===== src/design/step_dir_consts.vh =====
// Constants for the step and direction output stage
`ifndef STEP_DIR_CONSTS_VH
`define STEP_DIR_CONSTS_VH
// Byte addresses of registers
`define ADDR_GENERAL_CONFIGURATION 8'h00
`define ADDR_STEP_PULSE_TIMING 8'h40
`define ADDR_RAMP_PROFILE_SELECT 8'h80
`define ADDR_CURRENT_POSITION 8'h84
`define ADDR_CURRENT_VELOCITY 8'h88
`define ADDR_VELOCITY_LIMIT 8'h90
`define ADDR_TARGET_POSITION 8'hdc
`define ADDR_STATUS 8'hfc
// Register indices as printed
`define IDX_GENERAL_CONFIGURATION 8'h00
`define IDX_STEP_PULSE_TIMING 8'h10
`define IDX_RAMP_PROFILE_SELECT 8'h20
`define IDX_CURRENT_POSITION 8'h21
`define IDX_CURRENT_VELOCITY 8'h22
`define IDX_VELOCITY_LIMIT 8'h24
`define IDX_TARGET_POSITION 8'h37
// Field positions
`define BIT_STEP_INACTIVE_POL 3
`define BIT_TOGGLE_STEP 4
`define BIT_DIR_POLARITY 5
`define BIT_REVERSE_MOTOR_DIR 28
`define BIT_POSITIONING 2
// Reset values
`define RESET_GENERAL_CONFIGURATION 32'h0000_0020
`define RESET_STEP_PULSE_TIMING 32'h0000_0000
// Ramp profiles (low two bits)
`define PROFILE_NONE 2'h0
`define PROFILE_TRAPEZOID 2'h1
`define PROFILE_S_SHAPE 2'h2
// Step rate divider period in clock cycles
`define RATE_PERIOD 16'h0100
`endif


===== src/design/step_pulse_shaper.v =====
// Step pulse length and output polarity stage
`default_nettype none
module step_pulse_shaper (
    // Clock and reset
    input wire aclk,
    input wire aresetn,
    // Control
    input wire fire,
    input wire [15:0] extension,
    input wire inactive_pol,
    input wire toggle_mode,
    // Status
    output wire busy,
    output wire hold,
    output reg step_pulse_output
);
    reg [16:0] count;
    reg [16:0] hold_count;
    reg toggle_level;
    wire active = (count != 17'h0_0000);
    assign busy = active;
    assign hold = (hold_count != 17'h0_0000);
    always @(posedge aclk) begin
        if (!aresetn) begin
            count <= 17'h0_0000;
            hold_count <= 17'h0_0000;
            toggle_level <= 1'b0;
            step_pulse_output <= 1'b0;
        end else begin
            if (fire && !active) begin
                count <= {1'b0, extension} + 17'h0_0001;
                toggle_level <= ~toggle_level;
            end else if (active) begin
                count <= count - 17'h0_0001;
                if (count == 17'h0_0001)
                    hold_count <= {1'b0, extension} + 17'h0_0001;
            end
            if (!(fire && !active) && !active && hold)
                hold_count <= hold_count - 17'h0_0001;
            if (toggle_mode)
                step_pulse_output <= (fire && !active) ? ~toggle_level : toggle_level;
            else
                step_pulse_output <= ((fire && !active) || (active && count != 17'h0_0001))
                    ^ inactive_pol;
        end
    end
endmodule
`default_nettype wire


===== src/design/step_dir_output.v =====
// Step and direction output stage with AXI4-Lite registers
`include "step_dir_consts.vh"
`default_nettype none
module step_dir_output (
    // Clock and reset
    input wire aclk,
    input wire aresetn,
    // AXI4-Lite write address
    input wire [7:0] s_axi_awaddr,
    input wire s_axi_awvalid,
    output wire s_axi_awready,
    // AXI4-Lite write data
    input wire [31:0] s_axi_wdata,
    input wire [3:0] s_axi_wstrb,
    input wire s_axi_wvalid,
    output wire s_axi_wready,
    // AXI4-Lite write response
    output reg [1:0] s_axi_bresp,
    output reg s_axi_bvalid,
    input wire s_axi_bready,
    // AXI4-Lite read address
    input wire [7:0] s_axi_araddr,
    input wire s_axi_arvalid,
    output wire s_axi_arready,
    // AXI4-Lite read data
    output reg [31:0] s_axi_rdata,
    output reg [1:0] s_axi_rresp,
    output reg s_axi_rvalid,
    input wire s_axi_rready,
    // Driver pins
    output wire step_pulse_output,
    output reg direction_output,
    // Profile status
    output wire positioning_mode,
    output wire [1:0] ramp_profile
);
    reg [31:0] general_configuration;
    reg [31:0] step_pulse_timing;
    reg [2:0] ramp_profile_select;
    reg [31:0] current_position;
    reg [31:0] current_velocity;
    reg [31:0] velocity_limit;
    reg [31:0] target_position;
    reg [9:0] microstep_counter;
    reg [15:0] setup_count;
    reg [15:0] rate_count;
    reg pending;
    reg [7:0] aw_addr;
    reg aw_held;
    reg [31:0] w_data;
    reg [3:0] w_strb;
    reg w_held;
    wire busy;
    wire hold;
    wire fire;
    wire rate_tick;
    wire want_step;
    wire want_back;
    wire new_dir_level;
    wire dir_change;

    assign positioning_mode = ramp_profile_select[`BIT_POSITIONING];
    assign ramp_profile = ramp_profile_select[1:0];

    // Only the no-ramp behaviour is built: profile 01 and 10 follow the
    // same rate here and are exposed for the ramp engine that consumes them.
    assign rate_tick = (rate_count == 16'h0000);
    // Positioning uses sign of distance, velocity mode the velocity sign
    assign want_step = positioning_mode ?
        (current_position != target_position) && (velocity_limit != 32'h0000_0000) :
        (current_velocity != 32'h0000_0000);
    assign want_back = positioning_mode ?
        ($signed(target_position) < $signed(current_position)) :
        current_velocity[31];
    // Sine table walk direction, swapped by the reverse bit
    wire table_back = want_back ^ general_configuration[`BIT_REVERSE_MOTOR_DIR];
    // Direction pin tracks table movement: high means backward unless polarity cleared
    assign new_dir_level = general_configuration[`BIT_DIR_POLARITY] ? table_back : ~table_back;
    assign dir_change = pending && (new_dir_level != direction_output);
    assign fire = pending && !dir_change && (setup_count == 16'h0000) && !busy;

    always @(posedge aclk) begin
        if (!aresetn) begin
            rate_count <= 16'h0000;
            pending <= 1'b0;
            direction_output <= 1'b0;
            setup_count <= 16'h0000;
            current_position <= 32'h0000_0000;
            microstep_counter <= 10'h000;
        end else begin
            rate_count <= rate_tick ? (`RATE_PERIOD - 16'h0001) : (rate_count - 16'h0001);
            if (rate_tick && want_step && !pending) begin
                pending <= 1'b1;
            end
            // Direction may only move once the pulse and its hold window are over
            if (dir_change && !busy && !hold) begin
                direction_output <= new_dir_level;
                setup_count <= step_pulse_timing[31:16];
            end else if (setup_count != 16'h0000) begin
                setup_count <= setup_count - 16'h0001;
            end
            if (fire) begin
                pending <= 1'b0;
                // Fire only happens once the pin agrees with the table walk, so the
                // counter follows the pin even if velocity flipped while the step waited
                if (table_back) begin
                    microstep_counter <= microstep_counter - 10'h001;
                    current_position <= current_position - 32'h0000_0001;
                end else begin
                    microstep_counter <= microstep_counter + 10'h001;
                    current_position <= current_position + 32'h0000_0001;
                end
            end
            if (aw_held && w_held && !s_axi_bvalid && aw_addr == `ADDR_CURRENT_POSITION)
                current_position <= w_data;
        end
    end

    step_pulse_shaper shaper (
        .aclk(aclk),
        .aresetn(aresetn),
        .fire(fire),
        .extension(step_pulse_timing[15:0]),
        .inactive_pol(general_configuration[`BIT_STEP_INACTIVE_POL]),
        .toggle_mode(general_configuration[`BIT_TOGGLE_STEP]),
        .busy(busy),
        .hold(hold),
        .step_pulse_output(step_pulse_output)
    );

    // Write side: address and data latched independently, response after both
    assign s_axi_awready = !aw_held;
    assign s_axi_wready = !w_held;
    wire do_write = aw_held && w_held && !s_axi_bvalid;
    function [31:0] merge;
        input [31:0] old;
        input [31:0] data;
        input [3:0] strb;
        integer i;
        begin
            merge = old;
            for (i = 0; i < 4; i = i + 1)
                if (strb[i])
                    merge[i*8 +: 8] = data[i*8 +: 8];
        end
    endfunction
    wire known_w = (aw_addr == `ADDR_GENERAL_CONFIGURATION) ||
        (aw_addr == `ADDR_STEP_PULSE_TIMING) || (aw_addr == `ADDR_RAMP_PROFILE_SELECT) ||
        (aw_addr == `ADDR_CURRENT_POSITION) || (aw_addr == `ADDR_CURRENT_VELOCITY) ||
        (aw_addr == `ADDR_VELOCITY_LIMIT) || (aw_addr == `ADDR_TARGET_POSITION);

    always @(posedge aclk) begin
        if (!aresetn) begin
            aw_held <= 1'b0;
            w_held <= 1'b0;
            aw_addr <= 8'h00;
            w_data <= 32'h0000_0000;
            w_strb <= 4'h0;
            s_axi_bvalid <= 1'b0;
            s_axi_bresp <= 2'h0;
            general_configuration <= `RESET_GENERAL_CONFIGURATION;
            step_pulse_timing <= `RESET_STEP_PULSE_TIMING;
            ramp_profile_select <= 3'h0;
            current_velocity <= 32'h0000_0000;
            velocity_limit <= 32'h0000_0000;
            target_position <= 32'h0000_0000;
        end else begin
            if (s_axi_awvalid && !aw_held) begin
                aw_addr <= s_axi_awaddr & 8'hfc;
                aw_held <= 1'b1;
            end
            if (s_axi_wvalid && !w_held) begin
                w_data <= s_axi_wdata;
                w_strb <= s_axi_wstrb;
                w_held <= 1'b1;
            end
            if (do_write) begin
                s_axi_bvalid <= 1'b1;
                s_axi_bresp <= known_w ? 2'h0 : 2'h2;
                case (aw_addr)
                    `ADDR_GENERAL_CONFIGURATION: general_configuration <=
                        merge(general_configuration, w_data, w_strb);
                    `ADDR_STEP_PULSE_TIMING: step_pulse_timing <=
                        merge(step_pulse_timing, w_data, w_strb);
                    `ADDR_RAMP_PROFILE_SELECT: if (w_strb[0])
                        ramp_profile_select <= w_data[2:0];
                    `ADDR_CURRENT_VELOCITY: current_velocity <=
                        merge(current_velocity, w_data, w_strb);
                    `ADDR_VELOCITY_LIMIT: velocity_limit <=
                        merge(velocity_limit, w_data, w_strb);
                    `ADDR_TARGET_POSITION: target_position <=
                        merge(target_position, w_data, w_strb);
                    default: ;
                endcase
            end
            if (s_axi_bvalid && s_axi_bready) begin
                s_axi_bvalid <= 1'b0;
                aw_held <= 1'b0;
                w_held <= 1'b0;
            end
        end
    end

    // Read side: one cycle from address to data
    assign s_axi_arready = !s_axi_rvalid;
    always @(posedge aclk) begin
        if (!aresetn) begin
            s_axi_rvalid <= 1'b0;
            s_axi_rdata <= 32'h0000_0000;
            s_axi_rresp <= 2'h0;
        end else if (s_axi_arvalid && !s_axi_rvalid) begin
            s_axi_rvalid <= 1'b1;
            s_axi_rresp <= 2'h0;
            case (s_axi_araddr & 8'hfc)
                `ADDR_GENERAL_CONFIGURATION: s_axi_rdata <= general_configuration;
                `ADDR_STEP_PULSE_TIMING: s_axi_rdata <= step_pulse_timing;
                `ADDR_RAMP_PROFILE_SELECT: s_axi_rdata <= {29'h0, ramp_profile_select};
                `ADDR_CURRENT_POSITION: s_axi_rdata <= current_position;
                `ADDR_CURRENT_VELOCITY: s_axi_rdata <= current_velocity;
                `ADDR_VELOCITY_LIMIT: s_axi_rdata <= velocity_limit;
                `ADDR_TARGET_POSITION: s_axi_rdata <= target_position;
                `ADDR_STATUS: s_axi_rdata <= {16'h0000, 2'h0, microstep_counter,
                    busy, hold, pending, direction_output};
                default: begin
                    s_axi_rdata <= 32'h0000_0000;
                    s_axi_rresp <= 2'h2;
                end
            endcase
        end else if (s_axi_rvalid && s_axi_rready) begin
            s_axi_rvalid <= 1'b0;
        end
    end
endmodule
`default_nettype wire


===== config.mk =====
export PLATFORM = sky130hd
export DESIGN_NAME = step_dir_output
export DESIGN_NICKNAME = d
export VERILOG_FILES = /design/src/design/step_pulse_shaper.v /design/src/design/step_dir_output.v
export VERILOG_INCLUDE_DIRS = /design/src /design/src/design
export SDC_FILE = /design/constraint.sdc
export NUM_CORES = 1
export LEC_CHECK = 0
export BUFFER_PORTS_ARGS = -buffer_cell sky130_fd_sc_hd__buf_2
export CORE_MARGIN = 2
export CORE_UTILIZATION = 62
export DETAILED_ROUTE_END_ITERATION = 6
export PLACE_DENSITY = 0.91
export RECOVER_POWER = 100
export SETUP_SLACK_MARGIN = 0.4
export SYNTH_ARGS = -nofsm -noshare
export SYNTH_HDL_FRONTEND = slang
export SYNTH_SLANG_ARGS = --single-unit

===== constraint.sdc =====
create_clock -name aclk -period 12.04 [get_ports aclk]
set_input_delay 2.408 -clock aclk [delete_from_list [all_inputs] [get_ports aclk]]
set_output_delay 2.408 -clock aclk [all_outputs]
set_load 0.05 [all_outputs]

Yosys cells after proc, flatten, opt, wreduce, memory -nomap -nowiden:

Index checks and enable logic that the tools add are counted.

* add/subtract/negate cells: 9
* shift operators: 0
* multiply operators: 0
* eq/ne operators: 18
* multiplexer cells: 23
* reduce and logical (&&, ||, !) cells: 78
* bitwise logic cells: 5
* div/mod/pow operators: 0
* order comparisons: 1

Operators with widths (count)
* $pmux W32 S8: 1
* $mux W17: 6
* $mux W32: 3
* $eq A6 B6 Y1 const B: 11
* $reduce_and A3 Y1: 22
* $reduce_bool A32 Y1: 2
* $reduce_bool A17 Y1: 2
* $sub A17 B1 Y17 const B: 2
* $add A32 B1 Y32 const B: 1
* $logic_not A16 Y1: 2
* $lt A32 B32 Y1: 1
* $mux W16: 2
* $ne A32 B32 Y1: 1
* $sub A16 B1 Y16 const B: 2
* $sub A32 B1 Y32 const B: 1
* $logic_and A1 B1 Y1: 21
* $add A16 B1 Y17 const B: 1
* $eq A17 B1 Y1 const B: 1
* $ne A17 B1 Y1 const B: 1
* $logic_not A8 Y1: 2
* $reduce_bool A16 Y1: 1
* $eq A6 B5 Y1 const B: 2
* $reduce_bool A2 Y1: 6
* $add A10 B1 Y10 const B: 1
* 13 further kinds: 39

* logic and storage cells: 176
* latch bits: 0
* output and inout port bits: 46
* register bits: 357
* memory bits (read-only): 0
* memories kept: 0
* bits in writable memories: 0

Longest topological paths before layout:

Gate-level depths: netlist of run 1.

* depth in word-level cells: 17
* gate-level depth with buffers: 21
* gate-level depth less buffers: 20

By module:

Synthesis of run 1 repeated with hierarchy kept, for this count alone.

* cells, all modules: 2170
* area, all modules: 19307.3 um^2

By module, submodules not included
* step_dir_output: cells each 1850, times used 1, area an instance 16754.8 um^2
* step_pulse_shaper: cells each 320, times used 1, area an instance 2552.4 um^2

Worst setup path before layout of run 1:

OpenSTA, ideal clock, no wires.

* path type: register to register
* from: register current_position[18]
* to: register current_position[30]
* slack: 6.251 ns
* cell stages (with the launch flop): 20
* setup time: 0.058 ns
* arrival time: 5.731 ns
* clock period less this slack: 5.789 ns
* cells stage by stage: dfxtp_1 inv_1 ha_1 a21o_1 a221o_1 a221oi_1 a32oi_1 o21bai_1 nor4_4 inv_1 ha_1 or3_1 o32ai_1 o22ai_1 a211oi_1 o21ai_0 and3_1 or4_1 a31oi_1 o221a_2

* word-level cells in the longest chain between the ends: 12
* elaborated cells between the ends (all ways): 17
* those cells by class: 2 x add/sub; 1 x order compare; 1 x eq/ne; 5 x mux; 2 x bitwise; 6 x reduce/logical

Ends and longest elaborated chain
* start, declared: RTL line step_dir_output.v:40 `reg [31:0] current_position;`
* start signal, assigned: RTL line step_dir_output.v:108 `current_position <= current_position - 32'h0000_0001;`
* start signal, assigned: RTL line step_dir_output.v:111 `current_position <= current_position + 32'h0000_0001;`
* start signal, assigned: RTL line step_dir_output.v:115 `current_position <= w_data;`
* $lt A32 B32 Y1: RTL line step_dir_output.v:73 `($signed(target_position) < $signed(current_position)) :`
* $mux W1: RTL line step_dir_output.v:72 `assign want_back = positioning_mode ?`
* $xor A1 B1 Y1: RTL line step_dir_output.v:76 `` wire table_back = want_back ^ general_configuration[`BIT_REVERSE_MOTOR_DIR]; ``
* $not A1 Y1: RTL line step_dir_output.v:78 `` assign new_dir_level = general_configuration[`BIT_DIR_POLARITY] ? table_back : ~table_back; ``
* $mux W1: RTL line step_dir_output.v:78
* $ne A1 B1 Y1: RTL line step_dir_output.v:79 `assign dir_change = pending && (new_dir_level != direction_output);`
* $logic_and A1 B1 Y1: RTL line step_dir_output.v:79
* $logic_not A1 Y1: RTL line step_dir_output.v:80 `assign fire = pending && !dir_change && (setup_count == 16'h0000) && !busy;`
* $logic_and A1 B1 Y1 (3 in a row): RTL line step_dir_output.v:80
* $reduce_bool A2 Y1 (no source line)

Parallel ways exist; a longest one is shown, timed or not. The select of a mux whose other input is x is not followed.
A chain may end at the register's enable or synchronous reset.

Worst setup path after layout of run 1:

* from: register current_position[31]
* to: register current_position[30]

* word-level cells in the longest chain between the ends: 12
* elaborated cells between the ends (all ways): 15
* those cells by class: 1 x order compare; 1 x eq/ne; 5 x mux; 2 x bitwise; 6 x reduce/logical

Ends and longest elaborated chain (RTL line)
* $lt A32 B32 Y1 *: step_dir_output.v:73
* $mux W1 *: step_dir_output.v:72
* $xor A1 B1 Y1 *: step_dir_output.v:76
* $not A1 Y1: step_dir_output.v:78
* $mux W1: step_dir_output.v:78
* $ne A1 B1 Y1: step_dir_output.v:79
* $logic_and A1 B1 Y1: step_dir_output.v:79
* $logic_not A1 Y1: step_dir_output.v:80
* $logic_and A1 B1 Y1 (3 in a row): step_dir_output.v:80
* $reduce_bool A2 Y1 (no source line)

Mark *: on every way between the ends. The rest lies on a longest branch, timed or not. The select of a mux whose other input is x is not followed.

==> run_results.csv, run 1 <==
group,metric,value,unit
grt,track_usage,34.16,%
run_status,violations,"design-rule violations, max-capacitance violations, max-slew violations",
sta,min_period,8.979,ns
detailed_routing,wl_per_cell,20.79,microns
clock_tree,cts_tree,"built",
synth,yosys.area.top_type,"dfxtp_1",
layout,final_common_cell,"dfxtp_1",
grt,antenna_found_initial,0,
synth,synth.area.top_cells,"dfxtp_1, mux2i_1, nor2_1",
clock_tree,h-tree-depth,2,
sta,grt_setup_unrepaired,"false",
power,clkPwrFrac,36.9,%
worst_setup_path,setup.worst_path.end_class,"flop",
die,die_area,0.03089,sq mm
layout,area_growth,10.17,%
placement,gp_congestion,0.9514,
synth,syn_avg_cell_area,8.503,sq um
grt,grt_pass1_vias,16560,
synth,synth.distinct_cells,80,
grt,overflow,0,
die,core_area,0.02886,sq mm
sta,fin_crit_sh,74.58,%
job,max_cap_viol_count,7,
grt,grt_start_max_net_pins,101,
worst_setup_path,path_max_fanout,41,
detailed_routing,drtIter0Drc,2141,
sta,hold_violations,0,
synth,ys_seq_elements,355,
synth,async_reset_ff_share,0,%
clock_tree,clkSlewWorstSetupHoldPaths,0.06,ns
power,sequentialPowerShare,41.4,%
clock_tree,post_cts_resized,0,
worst_setup_path,critPathLaunchType,"flop",
worst_setup_path,r2r_slack,3.06,ns
min_path,holdCritStartpoint,"w_strb[3]",
min_path,hold_path.class,"reg -> reg",
worst_setup_path,r2r_cells,21,
sta,tns,0,ns
sta,max_slew_margin,-210.0,%
min_path,whs_endpoint,"w_strb[3]",
die,initial_core_util,63.38,%
synth,synth_edf_count,0,
detailed_routing,drt-vias-per-instance,6.610,
layout,layout_common_cells,"dfxtp_1, nor2_1, nand2_1",
sta,worst_pin_slew,4.650,ns
power,powerDensity,164.0,mW/mm^2
power,power.internal,2.264,mW
clock_tree,cts_buffers,38,
layout,drive_above_1_share,6.959,%
synth,synth_flop_cell,"dfxtp_1",
power,leakage,8.568,nW
detailed_routing,drc,20,
synth,netlist_area,0.01829,sq mm
detailed_routing,ant_nets,0,
die,fp.dieH,175.8,microns
worst_setup_path,r2r-start,"current_position[31]",
synth,ys_seq_area_share,38.86,%
power,max-vdd-ir-drop,0.0001361,V
power,switchingPower,1.040,mW
clock_tree,hold_buffers,0,
run_status,status,"finished, violations left",
min_path,holdPathStages,2,
die,io_pins,105,
layout,n_antenna_cell,0,
power,power_frac_comb,21.7,%
grt,grt_pass1_wl,85.53,mm
detailed_routing,dr_total_vias,17170,
synth,synthCells,2151,
power,total_power,3.304,mW
sta,skew,0.01102,ns
layout,nets,2324,
sta,setup_viol,0,
placement,portBuffers,98,
sta,fmax,0.1114,GHz
detailed_routing,wirelength,53.99,mm
synth,yosysTopAreaCellShare,38.86,%
clock_tree,clock-sinks,355,
worst_setup_path,crit_arrival,9.44,ns
clock_tree,clock_latency,0.53,ns
power,switching_share,31.47,%
worst_setup_path,required,12.50,ns
worst_setup_path,rr_endpoint,"current_position[30]",
sta,drv_slew,448,
clock_tree,post_cts_buffers,0,
worst_setup_path,criticalPathCategory,"reg -> reg",
die,die_x,175.8,microns
synth,yosysWarnings,0,
placement,hpwl,36.61,mm
clock_tree,cts_root_buffer,"clkbuf_16",
detailed_routing,first_pass_iters,7,
die,rows,62,
clock_tree,cts_buffer_depth,3,
-- worst max-delay path, cell delays in order (launching register included) --
cell	delay [ns]
dfxtp_1	0.33
inv_1	0.07
ha_1	0.38
nand4_1	0.21
nor4_1	0.58
and3_1	0.35
or3b_1	0.38
nor4bb_1	0.15
nor4_1	1.73
inv_1	0.13
clkbuf_1	0.89
ha_1	0.70
o21ai_0	0.16
a21oi_1	0.09
o32ai_1	0.55
o22ai_1	0.38
a211oi_1	0.43
o21ai_0	0.28
and3_1	0.25
or4_1	0.50
a31oi_1	0.16
o221a_2	0.20
-- routing by layer --
layer | share of wire (%) | GRT usage [%] | vias to the layer above
met4 | 5.5 | 17.73 | 0
met2 | 45 | 54.63 | 1088
li1 | - | - | 7811
met3 | 11 | 6.277 | 236
met5 | 0 | 0 | -
met1 | 38 | 44.18 | 8031
-- how the worst max path moves through the flow --
stage	start	depth (start not counted)	endpoint
floorplan	current_position[18]	19	current_position[30]
global placement	current_position[31]	21	current_position[30]
detailed placement	current_position[29]	21	current_position[30]
CTS	current_position[31]	21	current_position[30]
global route	current_position[31]	21	current_position[30]
finish	current_position[31]	21	current_position[30]
-- through the flow --
step / hold slack [ns] / util, % / instance area (sq um) / setup WS (ns) / cells
after floorplan: 0.4317 / - / 18290 / 6.251 / 2152
final: 0.4618 / 69.83 / 20150 / 3.061 / 2597
after global placement: 0.4397 / 65.70 / 18960 / 5.565 / 2530
after CTS: 0.4630 / 70.18 / 20250 / 5.263 / 2597
after detailed placement: 0.4478 / 65.70 / 18960 / 5.325 / 2530
after global routing: 0.4824 / 69.83 / 20150 / 2.665 / 2597
-- power by group through the flow --
stage                     clock [mW]  combinational [mW]  sequential [mW]
final                           1.22               0.716             1.37
after global routing            1.27               0.782             1.38
after CTS                       1.22               0.706             1.36
after detailed placement           0               0.694             1.38
after global placement             0               0.666             1.38
after floorplan                    0               0.510             1.39
-- cell usage after synthesis (5+ instances only) --
cell      instances
dfxtp_1         355
o21a_1           10
nor3_1           34
a31oi_1          49
nor3b_1           7
o21ai_0         114
o31a_1            5
nor2_1          285
a211oi_1         26
a221oi_1         21
o21bai_1         11
o31ai_1           6
a222oi_1         19
nor2b_1          15
a21oi_1         143
nand2b_1         10
a21o_1           23
nor4_1           31
or2_2             6
a22oi_1          11
or4_1            13
or3_1            18
xor2_1           30
and2_1            6
nand3_1          37
buf_1             6
xnor2_1          54
nand2_1         216
o32a_1            5
inv_1            65
o311a_1           5
o221ai_1          5
mux2_2           11
clkbuf_1        111
nand4_1          19
mux2i_1         203
ha_1             77
and3_1           13
-- final cells by class --
class / count / area, sq um
inverters: 65 / 245.2
repair buffers: 115 / 543.0
well taps: 384 / 480.5
flip-flops and latches: 355 / 7107
fillers: 2117 / 8707
multi-input cells: 1611 / 10480
clock buffers: 55 / 1126
clock inverters: 12 / 166.4
-- state kept, by name, indices dropped and copies added, names as in the netlist, 16 cells and up --
register	cells
current_position	32
current_velocity	32
general_configuration	32
rate_count	16
s_axi_rdata	32
setup_count	16
shaper.count	17
shaper.hold_count	17
step_pulse_timing	32
target_position	32
velocity_limit	32
w_data	32
-- cells by family (layout without fill, tap and decap cells) --
| family | Yosys count | count (layout) | synth area share [%] |
|---|---|---|---|
| AO/OA/AOI/OAI | 500 | 500 | 17.66 |
| XOR/XNOR | 85 | 85 | 4.146 |
| adder cells (fa/ha/maj) | 80 | 80 | 5.541 |
| buffers and inverters | 186 | 247 | 3.906 |
| flip-flops | 355 | 355 | 38.86 |
| multiplexers | 214 | 214 | 11.79 |
| other | 1 | 2 | 0.02050 |
| AND/OR/NAND/NOR | 730 | 730 | 18.08 |
No activity file was read; power rests on OpenSTA's default activity.
==> run 2, diff against run 1 <==
Settings changed: CORE_UTILIZATION 62 to 56, PLACE_DENSITY 0.91 to 0.87.
Clock period 12.04 ns to 7.89 ns, I/O delays scaled along.
==> run 2 against run 1 <==
- the flow finishes with violations (max-capacitance violations, max-slew violations)
- cell count rose by 2.3%
- clock power is 57% higher
- non-clock buffer count grew 1
- worst setup slack worse by 2.5 ns
- critical path type unchanged
- sequential cell count stayed put
- total power is 53% higher
- critical endpoint unchanged
- combinational power is 49% higher
- clock skew is 0.011 ns higher
==> run_results.csv, run 2 (synthesized netlist as in run 1, its figures left out) <==
group,metric,value,unit
worst_setup_path,critPathLaunchType,"flop",
worst_setup_path,crit_family,"simple AND/OR/NAND/NOR gates",
power,max-vdd-ir-drop,0.0001569,V
sta,grt_setup_unrepaired,"false",
die,die_area,0.03412,sq mm
sta,holdWs,0.4634,ns
sta,setup_viol,0,
sta,skew,0.02184,ns
min_path,hold_path.class,"reg -> reg",
clock_tree,post_cts_resized,0,
grt,grt_pass1_wl,83.85,mm
clock_tree,clock_latency,0.53,ns
detailed_routing,wl_per_cell,20.07,microns
placement,dp_cells,2589,
worst_setup_path,worstPathCellList,"inv_1 > ha_1 > nand4_1 > nor4_2 > and3_1 > or3b_1 > nor4bb_1 > nor4_4 > clkbuf_1 > inv_1 > ha_1 > nand2b_1 > a21oi_1 > o32ai_1 > o22ai_1 > a211oi_1 > o21ai_0 > and3_1 > or4_1 > a31oi_1 > o221a_2",
run_status,status,"finished, violations left",
layout,n_antenna_cell,0,
power,switchingPower,1.584,mW
detailed_routing,first_pass_iters,7,
clock_tree,cts_buffer_depth,3,
power,powerDensity,249.7,mW/mm^2
worst_setup_path,required,8.34,ns
power,power_frac_comb,21.2,%
sta,min_period,7.300,ns
layout,layout_common_cells,"dfxtp_1, nor2_1, nand2_1",
layout,multiInputGateArea,0.01050,sq mm
die,core_area,0.03237,sq mm
clock_tree,clkSlewWorstSetupHoldPaths,0.07,ns
grt,grt_start_max_net_pins,100,
power,power.internal,3.484,mW
clock_tree,post_cts_buffers,0,
grt,overflow,0,
layout,nets,2325,
detailed_routing,drtIter0Drc,2195,
layout,instances_no_fill,2658,
clock_tree,hold_buffers,0,
sta,max_slew_margin,-127.6,%
detailed_routing,ant_nets,0,
placement,gp_congestion,0.9865,
sta,fin_crit_sh,92.52,%
power,clkPwrFrac,37.7,%
worst_setup_path,criticalPathCategory,"reg -> reg",
worst_setup_path,max_stage_delay,0.62,ns
worst_setup_path,startpoint,"current_position[31]",
detailed_routing,drt-vias-per-instance,6.378,
layout,area_growth,10.98,%
die,fp.dieH,184.7,microns
die,rows,66,
grt,track_usage,30.60,%
worst_setup_path,crit_arrival,7.75,ns
layout,drive_above_1_share,7.265,%
grt,antenna_found_initial,0,
layout,final_common_cell,"dfxtp_1",
die,io_pins,105,
job,max_cap_viol_count,4,
detailed_routing,dr_total_vias,16950,
clock_tree,cts_buffers,38,
die,initial_core_util,56.50,%
placement,portBuffers,98,
worst_setup_path,r2r-start,"current_position[31]",
placement,hpwl,37.24,mm
sta,drv_slew,250,
clock_tree,cts_tree,"built",
detailed_routing,drc,0,
sta,fmax,0.1370,GHz
detailed_routing,wirelength,53.36,mm
worst_setup_path,crit_slowest_cell,"inv_1",
grt,grt_pass1_vias,15820,
die,die_x,184.7,microns
layout,fin_util,62.70,%
worst_setup_path,path_buf_inv,3,
layout,final-seq-area,0.007107,sq mm
clock_tree,clock-sinks,355,
power,switching_share,31.26,%
sta,worst_pin_slew,3.414,ns
clock_tree,h-tree-depth,2,
run_status,violations,"max-capacitance violations, max-slew violations",
layout,nFillCells,2627,
clock_tree,cts_root_buffer,"clkbuf_16",
sta,tns,0,ns
power,leakage,8.599,nW
sta,hold_violations,0,
min_path,holdCritStartpoint,"rate_count[0]",
worst_setup_path,setup.worst_path.end_class,"flop",
worst_setup_path,path_max_fanout,24,
power,sequentialPowerShare,41.1,%
[run 2: cell types whose count changed in the layout (fill, tap and decap cells not counted)]
cell / before / now
clkbuf_1: 57 / 55
bufinv_16: 4 / 5
nor4_1: 33 / 31
clkinv_4: 0 / 1
inv_6: 1 / 2
nor4_2: 0 / 1
nor4_4: 0 / 1
clkinvlp_4: 1 / 3
buf_4: 12 / 15
clkbuf_8: 9 / 8
clkinv_2: 6 / 4
[run 2: area by class of cell]
cell class	instances	share of cell area (%)
sequential	355	35.01
clock buffer	54	5.480
clock inverter	15	1.079
timing repair buffer	116	2.749
multi-input combinational	1611	51.75
tap	442	2.725
inverter	65	1.208
[run 2: final timing paths]
path | slack (ns) | to | cells after the start
setup / recovery | 0.59 | current_position[30] | 21
hold / removal | 0.46 | rate_count[0] | 1
setup reg to reg | 0.59 | current_position[30] | 21
hold reg to reg | 0.46 | rate_count[0] | 1
[run 2: metal layers]
layer	wire, microns	GRT usage (%)	share of wire (%)	vias to the layer above
met2	24390	49.14	46	906
met3	5233	5.137	9.8	142
li1	-	-	-	7814
met1	21440	40.81	40	8091
met4	2296	12.83	4.3	0
met5	0	0	0	-
[run 2: power by group through the flow]
stage / logic [mW] / clock network (mW) / registers [mW]
2_1_floorplan: 0.778 / 0 / 2.12
3_3_place_gp: 1.01 / 0 / 2.10
3_5_place_dp: 1.05 / 0 / 2.11
4_1_cts: 1.07 / 1.91 / 2.08
5_1_grt: 1.19 / 1.98 / 2.10
6_report: 1.07 / 1.91 / 2.08
[run 2: worst register-to-register path, delay by kind of cell, from the launching register on]
family          cells  cell delay, ns
simple gates        9            2.59
compound gates      7            2.15
buf+inv             3            1.24
fa+ha+maj           2            0.90
flops               1            0.34
[run 2: stage by stage]
step | total power [mW] | setup slack (ns) | cell area, sq um
2_1_floorplan | 2.899 | 2.101 | 18290
3_3_place_gp | 3.113 | 1.450 | 19040
3_5_place_dp | 3.164 | 1.285 | 19040
4_1_cts | 5.054 | 1.217 | 20370
5_1_grt | 5.275 | 0.3317 | 20300
6_report | 5.068 | 0.5903 | 20300
